File: config.mk
export PLATFORM = sky130hd
export DESIGN_NAME = vbic_slave
export DESIGN_NICKNAME = d
export VERILOG_FILES = /design/src/rtl/vbic_pkg.sv /design/src/rtl/vbic_sync.sv /design/src/rtl/vbic_slave.sv
export VERILOG_INCLUDE_DIRS = /design/src /design/src/rtl
export SDC_FILE = /design/constraint.sdc
export NUM_CORES = 1
export LEC_CHECK = 0
export BUFFER_PORTS_ARGS = -buffer_cell sky130_fd_sc_hd__buf_2
export CAP_MARGIN = 10
export CORE_UTILIZATION = 40
export DETAILED_ROUTE_END_ITERATION = 12
export PLACE_DENSITY_LB_ADDON = 0.3
export SLEW_MARGIN = 20
export SYNTH_ARGS = -nofsm -noshare
export SYNTH_HDL_FRONTEND = slang
export SYNTH_SLANG_ARGS = --single-unit
export TNS_END_PERCENT = 10
File: constraint.sdc
create_clock -name clk -period 4.2 [get_ports clk]
set_input_delay 1.26 -clock clk [delete_from_list [all_inputs] [get_ports clk]]
set_output_delay 1.26 -clock clk [all_outputs]
set_load 0.01 [all_outputs]
File: src/rtl/vbic_defines.svh
`ifndef VBIC_DEFINES_SVH
`define VBIC_DEFINES_SVH

// ****************************************************************
// Address byte layout
// ****************************************************************
`define VBIC_ADDR_FIXED      5'h0B
`define VBIC_ADDR_SEL_HI_BIT 2
`define VBIC_ADDR_SEL_LO_BIT 1
`define VBIC_ADDR_RW_BIT     0

// ****************************************************************
// Channel subaddresses
// ****************************************************************
`define VBIC_SUB_CH1 8'h01
`define VBIC_SUB_CH2 8'h02
`define VBIC_SUB_CH3 8'h03

// ****************************************************************
// Channel register field positions
// ****************************************************************
`define VBIC_CLAMP_HI_BIT 7
`define VBIC_CLAMP_LO_BIT 6
`define VBIC_BIAS_HI_BIT  2

// ****************************************************************
// Counts and power-up values
// ****************************************************************
`define VBIC_BYTE_BITS    4'h8
`define VBIC_SYNC_STAGES  2
`define VBIC_POWERUP_CFG  24'h5AC381
`define VBIC_READ_INVALID 8'h00

`endif

File: src/rtl/vbic_pkg.sv
package vbic_pkg;

  // Clamp loop filter corner as seen by the analog side.
  typedef enum logic [1:0] {
    VBIC_CLAMP_LOW  = 2'b00,
    VBIC_CLAMP_MID  = 2'b01,
    VBIC_CLAMP_HIGH = 2'b10
  } vbic_clamp_t;

  // Video low-pass corner selection, the last code bypasses the filter.
  typedef enum logic [1:0] {
    VBIC_LOWPASS_FIRST  = 2'b00,
    VBIC_LOWPASS_SECOND = 2'b01,
    VBIC_LOWPASS_THIRD  = 2'b10,
    VBIC_LOWPASS_BYPASS = 2'b11
  } vbic_lowpass_t;

  // Channel state and input bias selection.
  typedef enum logic [2:0] {
    VBIC_BIAS_OFF      = 3'b000,
    VBIC_BIAS_MUTE     = 3'b001,
    VBIC_BIAS_DC       = 3'b010,
    VBIC_BIAS_DC_SHIFT = 3'b011,
    VBIC_BIAS_AC       = 3'b100,
    VBIC_BIAS_TIP_LOW  = 3'b101,
    VBIC_BIAS_TIP_MID  = 3'b110,
    VBIC_BIAS_TIP_HIGH = 3'b111
  } vbic_bias_t;

  // One channel configuration byte, most significant field first.
  typedef struct packed {
    logic [1:0]    clamp_filter;
    logic          input_b;
    vbic_lowpass_t video_lowpass_filter;
    vbic_bias_t    bias_mode;
  } vbic_chan_cfg_t;

  // Synchronised pin group.
  typedef struct packed {
    logic scl;
    logic sda;
    logic sel_high;
    logic sel_low;
  } vbic_pins_t;

  // Serial slave sequencer states.
  typedef enum logic [3:0] {
    VBIC_ST_IDLE     = 4'h0,
    VBIC_ST_ADDR     = 4'h1,
    VBIC_ST_ADDR_ACK = 4'h2,
    VBIC_ST_SUB      = 4'h3,
    VBIC_ST_SUB_ACK  = 4'h4,
    VBIC_ST_DATA     = 4'h5,
    VBIC_ST_DATA_ACK = 4'h6,
    VBIC_ST_RD_DATA  = 4'h7,
    VBIC_ST_RD_ACK   = 4'h8,
    VBIC_ST_IGNORE   = 4'h9
  } vbic_state_t;

endpackage

File: src/rtl/vbic_sync.sv
// ****************************************************************
// Multi-stage synchroniser for asynchronous pin levels
// ****************************************************************
module vbic_sync #(
  parameter int         WIDTH  = 4,
  parameter int         STAGES = 2,
  parameter logic [3:0] INIT   = 4'hF
) (
  // Clock and reset
  input  wire logic             clk,
  input  wire logic             sys_rst,
  // Levels
  input  wire logic [WIDTH-1:0] async_in,
  output logic      [WIDTH-1:0] sync_out
);

  logic [WIDTH-1:0] stage_q [STAGES];

  if (STAGES < 2) begin : g_bad_stages
    $error("vbic_sync needs at least two stages.");
  end
  if (WIDTH != 4) begin : g_bad_width
    $error("vbic_sync reset value is sized for four lines.");
  end

  // Each stage only feeds the next one, so the first flop is never read by logic.
  for (genvar s = 0; s < STAGES; s++) begin : g_stage
    always_ff @(posedge clk) begin
      if (sys_rst) begin
        stage_q[s] <= INIT;
      end else begin
        stage_q[s] <= (s == 0) ? async_in : stage_q[(s == 0) ? 0 : s - 1];
      end
    end
  end

  assign sync_out = stage_q[STAGES-1];

endmodule

File: src/rtl/vbic_slave.sv
`include "vbic_defines.svh"

// Function
// - Channel registers start at arbitrary values until a valid write replaces them.
// - A stuck acknowledge at power-up is dropped after one full serial clock.
// - First byte after start is the address; top five bits must match.
// - Address bits two and one follow the select pins live, never latched.
// - One data byte per transaction; no auto-increment.
// - Subaddress one, two, three selects channel one, two, three.
// - A read returns the channel register of the last subaddress written, or the filler byte if it is out of range.
// - Writing one channel leaves the other two unchanged.
// - Bits seven and six pick the clamp filter, used only in tip clamp.
// - Bit five selects input A or input B.
// - Bits four and three pick the low-pass corner or bypass.
// - Bits two to zero pick off, mute, DC, DC shift, AC or tip clamp.
// - Slave acknowledges address, subaddress and data byte of a write.
// - Address bit zero gives direction: zero write, one read.
// - On a match the slave holds data low through the ninth clock high.
module vbic_slave #(
  parameter logic [23:0] POWERUP_CFG      = `VBIC_POWERUP_CFG,
  parameter bit          STUCK_AT_POWERUP = 1'b1,
  parameter int          SYNC_STAGES      = `VBIC_SYNC_STAGES
) (
  // Clock and reset
  input  wire logic                    clk,
  input  wire logic                    sys_rst,
  // Two-wire bus pins
  input  wire logic                    scl_pin,
  input  wire logic                    sda_in,
  output logic                         sda_out_q,
  output logic                         sda_oe_n_q,
  // Address select pins
  input  wire logic                    addr_select_high_pin,
  input  wire logic                    addr_select_low_pin,
  // Channel configuration
  output vbic_pkg::vbic_chan_cfg_t     chan_cfg_q [3],
  output logic [2:0]                   sync_tip_clamp_q,
  output vbic_pkg::vbic_clamp_t        clamp_corner_q [3]
);
  import vbic_pkg::*;

  localparam int NUM_CH = 3;

  if (SYNC_STAGES < 2) begin : g_bad_sync
    $error("vbic_slave needs at least two synchroniser stages.");
  end

  // ****************************************************************
  // Pin synchronisation and bus condition detection
  // ****************************************************************
  logic [3:0]  pins_raw;
  logic [3:0]  pins_sync;
  vbic_pins_t  pins_s;
  logic        scl_q;
  logic        sda_q;
  logic        scl_rise;
  logic        scl_fall;
  logic        start_det;
  logic        stop_det;

  assign pins_raw = {scl_pin, sda_in, addr_select_high_pin, addr_select_low_pin};

  vbic_sync #(
    .WIDTH  (4),
    .STAGES (SYNC_STAGES),
    .INIT   (4'hF)
  ) u_sync (
    .clk      (clk),
    .sys_rst  (sys_rst),
    .async_in (pins_raw),
    .sync_out (pins_sync)
  );

  assign pins_s = vbic_pins_t'(pins_sync);

  // Previous synchronised levels for edge detection.
  always_ff @(posedge clk) begin
    if (sys_rst) begin
      scl_q <= 1'b1;
      sda_q <= 1'b1;
    end else begin
      scl_q <= pins_s.scl;
      sda_q <= pins_s.sda;
    end
  end

  // Data moving while the clock stays high marks start or stop.
  assign scl_rise  = pins_s.scl & ~scl_q;
  assign scl_fall  = ~pins_s.scl & scl_q;
  assign start_det = pins_s.scl & scl_q & sda_q & ~pins_s.sda;
  assign stop_det  = pins_s.scl & scl_q & ~sda_q & pins_s.sda;

  // ****************************************************************
  // Decoding helpers
  // ****************************************************************
  // Maps a subaddress to a channel number, zero when out of range.
  function automatic logic [1:0] sub_channel(input logic [7:0] sub);
    logic [1:0] ch;
    ch = 2'h0;
    case (sub)
      `VBIC_SUB_CH1: ch = 2'h1;
      `VBIC_SUB_CH2: ch = 2'h2;
      `VBIC_SUB_CH3: ch = 2'h3;
      default:       ch = 2'h0;
    endcase
    return ch;
  endfunction

  vbic_state_t state_q;
  logic [3:0]  bit_cnt_q;
  logic [7:0]  shift_q;
  logic [7:0]  tx_q;
  logic [7:0]  sub_q;
  logic        rw_q;
  logic        stuck_q;
  logic        scl_seen_q;
  logic        byte_full;
  logic        addr_match;
  logic        drive_low;
  logic [7:0]  read_byte;

  assign byte_full = (bit_cnt_q == `VBIC_BYTE_BITS);

  // Select pins are compared as they stand now, so moving a pin moves the address.
  assign addr_match = (shift_q[7:3] == `VBIC_ADDR_FIXED) &&
                      (shift_q[`VBIC_ADDR_SEL_HI_BIT] == pins_s.sel_high) &&
                      (shift_q[`VBIC_ADDR_SEL_LO_BIT] == pins_s.sel_low);

  // ****************************************************************
  // Receive shifter and bit counter
  // ****************************************************************
  // Bits are taken on the rising clock while the line is stable.
  always_ff @(posedge clk) begin
    if (sys_rst) begin
      bit_cnt_q <= 4'h0;
      shift_q   <= 8'h00;
    end else if (start_det || stop_det) begin
      bit_cnt_q <= 4'h0;
    end else if (scl_rise && (state_q == VBIC_ST_ADDR || state_q == VBIC_ST_SUB ||
                              state_q == VBIC_ST_DATA || state_q == VBIC_ST_RD_DATA)) begin
      shift_q   <= {shift_q[6:0], pins_s.sda};
      bit_cnt_q <= bit_cnt_q + 4'h1;
    end else if (scl_fall && byte_full) begin
      bit_cnt_q <= 4'h0;
    end
  end

  // ****************************************************************
  // Transaction sequencer
  // ****************************************************************
  // State moves on the falling clock so the line changes only while the clock is low.
  always_ff @(posedge clk) begin
    if (sys_rst) begin
      state_q <= VBIC_ST_IDLE;
      rw_q    <= 1'b0;
    end else if (start_det) begin
      state_q <= VBIC_ST_ADDR;
    end else if (stop_det) begin
      state_q <= VBIC_ST_IDLE;
    end else if (scl_fall) begin
      case (state_q)
        VBIC_ST_ADDR: begin
          if (byte_full) begin
            state_q <= addr_match ? VBIC_ST_ADDR_ACK : VBIC_ST_IGNORE;
            rw_q    <= shift_q[`VBIC_ADDR_RW_BIT];
          end
        end
        VBIC_ST_ADDR_ACK: begin
          state_q <= rw_q ? VBIC_ST_RD_DATA : VBIC_ST_SUB;
        end
        VBIC_ST_SUB: begin
          if (byte_full) begin
            state_q <= VBIC_ST_SUB_ACK;
          end
        end
        VBIC_ST_SUB_ACK: begin
          state_q <= VBIC_ST_DATA;
        end
        VBIC_ST_DATA: begin
          if (byte_full) begin
            state_q <= VBIC_ST_DATA_ACK;
          end
        end
        VBIC_ST_DATA_ACK: begin
          state_q <= VBIC_ST_IGNORE;
        end
        VBIC_ST_RD_DATA: begin
          if (byte_full) begin
            state_q <= VBIC_ST_RD_ACK;
          end
        end
        VBIC_ST_RD_ACK: begin
          state_q <= VBIC_ST_IGNORE;
        end
        default: begin
          state_q <= state_q;
        end
      endcase
    end
  end

  // The selected subaddress persists so a later read returns that channel.
  always_ff @(posedge clk) begin
    if (sys_rst) begin
      sub_q <= 8'h00;
    end else if (scl_fall && state_q == VBIC_ST_SUB && byte_full) begin
      sub_q <= shift_q;
    end
  end

  // ****************************************************************
  // Channel registers and decoded outputs
  // ****************************************************************
  // Reset loads the part-specific power-up pattern, not a clean value.
  for (genvar i = 0; i < NUM_CH; i++) begin : g_chan
    always_ff @(posedge clk) begin
      if (sys_rst) begin
        chan_cfg_q[i] <= vbic_chan_cfg_t'(POWERUP_CFG[8*i +: 8]);
      end else if (scl_fall && state_q == VBIC_ST_DATA && byte_full &&
                   sub_channel(sub_q) == 2'(i + 1)) begin
        chan_cfg_q[i] <= vbic_chan_cfg_t'(shift_q);
      end
    end

    // Clamp corner matters only while a tip clamp bias is chosen.
    always_ff @(posedge clk) begin
      if (sys_rst) begin
        sync_tip_clamp_q[i] <= 1'b0;
        clamp_corner_q[i]   <= VBIC_CLAMP_LOW;
      end else begin
        sync_tip_clamp_q[i] <= chan_cfg_q[i][`VBIC_BIAS_HI_BIT] & (|chan_cfg_q[i].bias_mode[1:0]);
        if (chan_cfg_q[i][`VBIC_CLAMP_HI_BIT]) begin
          clamp_corner_q[i] <= VBIC_CLAMP_HIGH;
        end else if (chan_cfg_q[i][`VBIC_CLAMP_LO_BIT]) begin
          clamp_corner_q[i] <= VBIC_CLAMP_MID;
        end else begin
          clamp_corner_q[i] <= VBIC_CLAMP_LOW;
        end
      end
    end
  end

  // Out-of-range subaddresses read back as a fixed filler byte.
  always_comb begin
    case (sub_channel(sub_q))
      2'h1:    read_byte = chan_cfg_q[0];
      2'h2:    read_byte = chan_cfg_q[1];
      2'h3:    read_byte = chan_cfg_q[2];
      default: read_byte = `VBIC_READ_INVALID;
    endcase
  end

  // Transmit byte is loaded as the address acknowledge ends, then shifted per clock.
  always_ff @(posedge clk) begin
    if (sys_rst) begin
      tx_q <= 8'h00;
    end else if (scl_fall && state_q == VBIC_ST_ADDR_ACK && rw_q) begin
      tx_q <= read_byte;
    end else if (scl_fall && state_q == VBIC_ST_RD_DATA) begin
      tx_q <= {tx_q[6:0], 1'b0};
    end
  end

  // ****************************************************************
  // Stuck acknowledge and data line drive
  // ****************************************************************
  // A full clock means a rise and then a fall; a lone fall would release too early.
  always_ff @(posedge clk) begin
    if (sys_rst) begin
      stuck_q    <= STUCK_AT_POWERUP;
      scl_seen_q <= 1'b0;
    end else if (stuck_q) begin
      if (scl_rise) begin
        scl_seen_q <= 1'b1;
      end
      if (scl_fall && scl_seen_q) begin
        stuck_q <= 1'b0;
      end
    end
  end

  assign drive_low = stuck_q ||
                     state_q == VBIC_ST_ADDR_ACK ||
                     state_q == VBIC_ST_SUB_ACK ||
                     state_q == VBIC_ST_DATA_ACK ||
                     (state_q == VBIC_ST_RD_DATA && !tx_q[7]);

  // Open-drain: the output level is always low, only the enable moves.
  always_ff @(posedge clk) begin
    if (sys_rst) begin
      sda_out_q  <= 1'b0;
      sda_oe_n_q <= 1'b1;
    end else begin
      sda_out_q  <= 1'b0;
      sda_oe_n_q <= ~drive_low;
    end
  end
endmodule

==> flow_metrics.tcl <==
set metrics [dict create \
    wl_per_cell_um 14.9 \
    diodes 0 \
    start_util_pct 41.9 \
    final_common_cell "dfxtp_1" \
    synth_area_leader_cell "dfxtp_1" \
    tns_ns 0 \
    drv_slew 0 \
    rsz0062_at_grt "false" \
    cp-end-kind "flop" \
    antenna_found_initial 0 \
    synth-edff-count 0 \
    numCtsBuffers 9 \
    worstRegToRegCells 4 \
    grt_max_degree 45 \
    wirelength_um 7590 \
    tightest_slew_ns 0.919 \
    clock_path_buffers 2 \
    drt_iter0_markers 131 \
    setup_violations 0 \
    die_h_um 95.4 \
    core_mm2 0.00834 \
    fin_worst_skew_ns 0.0107 \
    critical_path_peak_fanout 15 \
    area_growth_pct 11.4 \
    syn_area_mm2 0.00349 \
    grt_use_total_pct 18.0 \
    async_flop_share_pct 0 \
    num_io_pins 41 \
    p_leak_uw 0.00152 \
    fin_nets 408 \
    met1_length_um 3820 \
    dr.pass1.iters 4 \
    cap_violations 0 \
    dp_hpwl_um 5290 \
    finalCritPeriodShare_pct 54.2 \
    drive_gt1_share_pct 21.3 \
    io_buffer_count 39 \
    synth_nets 380 \
    post_cts_resized 0 \
    cts_setup_buffers 0 \
    yosys_warnings 0 \
    critPathKind "flop to flop" \
    die_area_mm2 0.00911 \
    ys_types 51 \
    max_stage_delay_ns 0.77 \
    cts.htree.levels 3 \
    hp-class "flop to flop" \
    status "completed" \
    grt.overflow.total 0 \
    root_buffer "clkbuf_8" \
    design_area_mm2 0.00389 \
    viasPerCell 5.20 \
    met2_length_um 3290 \
    peakVddDrop_mv 0.265 \
    dr_wl_met3_um 319 \
    maxUsedRoutingLayer "met4" \
    fp.dieW_um 95.4 \
    synthFlopType "dfxtp_1" \
    path_cells "and4bb_4, nand2_4, nor4_4, mux2_4" \
    path_delay_family "simple AND/OR/NAND/NOR gates" \
    avgSynthCellArea_um2 9.39 \
    worst-path-stages 4 \
    cp_num_buf_inv 0 \
    cp-start-kind "flop" \
    first_global_vias 2479 \
    clk_pin_slew_ns 0.08 \
    cts_tree "done" \
    cp.arrival_ns 2.51 \
    grt_pass1_wl_um 12400 \
    synth_seq_area_share_pct 45.3 \
    row_count 33 \
    syn_inst 372 \
    relSlewSlack_pct 38.6 \
    clk_latency_ns 0.35 \
    hold_viol 0 \
    place_area_mm2 0.00373 \
    max_freq_mhz 440 \
    ys_ff_latch 79 \
    holdBufCountCts 0 \
    p_per_area_mw_per_mm2 329 \
    whs_ns 0.412 \
    hold_depth 1 \
    period_minus_slack_ns 2.27 \
    slowest_stage "nor4_4" \
    synthTopCellsByArea "dfxtp_1, mux2i_1, nor2_1, nand2b_1, nand2_1" \
    drc_errors 0 \
    cp.required_ns 4.44 \
    clock_sinks 79 \
    gp_congestion 0.806 \
    synth.top_cell.area_share_pct 45.3 \
    mostFrequentLayoutCells "dfxtp_1, nor2_1, buf_2" \
    detail-route-antenna-nets 0 \
    vias 2646 \
]
[cell type report]
| cell class | instances | area, um2 |
|---|---|---|
| Inverter | 6 | 22.5 |
| Tap cell | 105 | 131 |
| Fill cell | 812 | 4450 |
| Timing Repair Buffer | 44 | 233 |
| Clock buffer | 11 | 131 |
| Multi-Input combinational cell | 260 | 1770 |
| Sequential cell | 79 | 1580 |
| Clock inverter | 4 | 23.8 |
[flip-flops by register name (all words and copies together), names as in the netlist]
signal,flops
sda_q,1
rw_q,1
shift_q,8
u_sync.stage_q,8
clamp_corner_q,6
sync_tip_clamp_q,3
sda_oe_n_q,1
chan_cfg_q,24
bit_cnt_q,4
tx_q,8
sub_q,8
state_q,4
scl_q,1
scl_seen_q,1
stuck_q,1
[Yosys cell counts, types with 2 or more instances]
cell type and instances:
a211oi_1 10, a21o_1 3, a21oi_1 17, a221o_1 2, a22o_1 8, a311oi_1 2, a32oi_1 7, and3_1 4
buf_2 4, buf_4 2, clkbuf_1 19, dfxtp_1 79, ha_1 2, inv_1 6, mux2_2 8, mux2i_1 31
nand2_1 25, nand2b_1 26, nand3_1 4, nand4_1 2, nand4b_1 3, nor2_1 50, nor2b_1 6, nor3b_1 2
nor4_4 3, o21ai_0 5, o21bai_1 2, or2_2 14, or3b_1 2, xnor2_1 2, xor2_1 2
[final timing paths]
kind,start,end,slack [ns]
max,state_q[0]$_SDFFE_PP0P_,chan_cfg_q[7]$_SDFFE_PP0P_,1.93
min,u_sync.stage_q[0][3]$_SDFF_PP1_,u_sync.stage_q[1][3]$_SDFF_PP1_,0.41
max reg2reg,state_q[0]$_SDFFE_PP0P_,chan_cfg_q[7]$_SDFFE_PP0P_,1.93
min reg2reg,u_sync.stage_q[0][3]$_SDFF_PP1_,u_sync.stage_q[1][3]$_SDFF_PP1_,0.41
[stage by stage]
stage          util [%]  instances  worst slack [ns]  total power, uW
2_1_floorplan         -        372              2.00              809
3_3_place_gp       44.8        494              1.70              819
3_5_place_dp       44.8        494              1.68              820
4_1_cts            46.6        509              1.91             1290
5_1_grt            46.6        509              1.85             1330
6_report           46.6        509              1.93             1280
[power breakdown]
| group | total [uW] | leakage (uW) | switching (uW) | internal [uW] |
|---|---|---|---|---|
| clock network | 477 | 0.0000829 | 267 | 210 |
| logic | 39.2 | 0.000800 | 21.8 | 17.4 |
| registers | 762 | 0.000641 | 6.47 | 756 |
| total | 1280 | 0.00152 | 295 | 983 |
[logic make-up after synthesis]
group | synth area share, %
other | 0.107
buffers and inverters | 4.12
adders and majority gates | 0.716
xor gates and xnor gates | 1.00
DFF | 45.3
muxes | 11.9
AOI/OAI and AO/OA | 13.1
and+or+nand+nor | 23.8
[layer usage]
| metal | track usage (%) | vias to the layer above |
|---|---|---|
| met3 | 4.07 | 16 |
| met1 | 25.3 | 1228 |
| met5 | 0 | - |
| met4 | 8.96 | 0 |
| met2 | 25.6 | 52 |
| li1 | - | 1350 |
(Power assumes the default switching activity.)
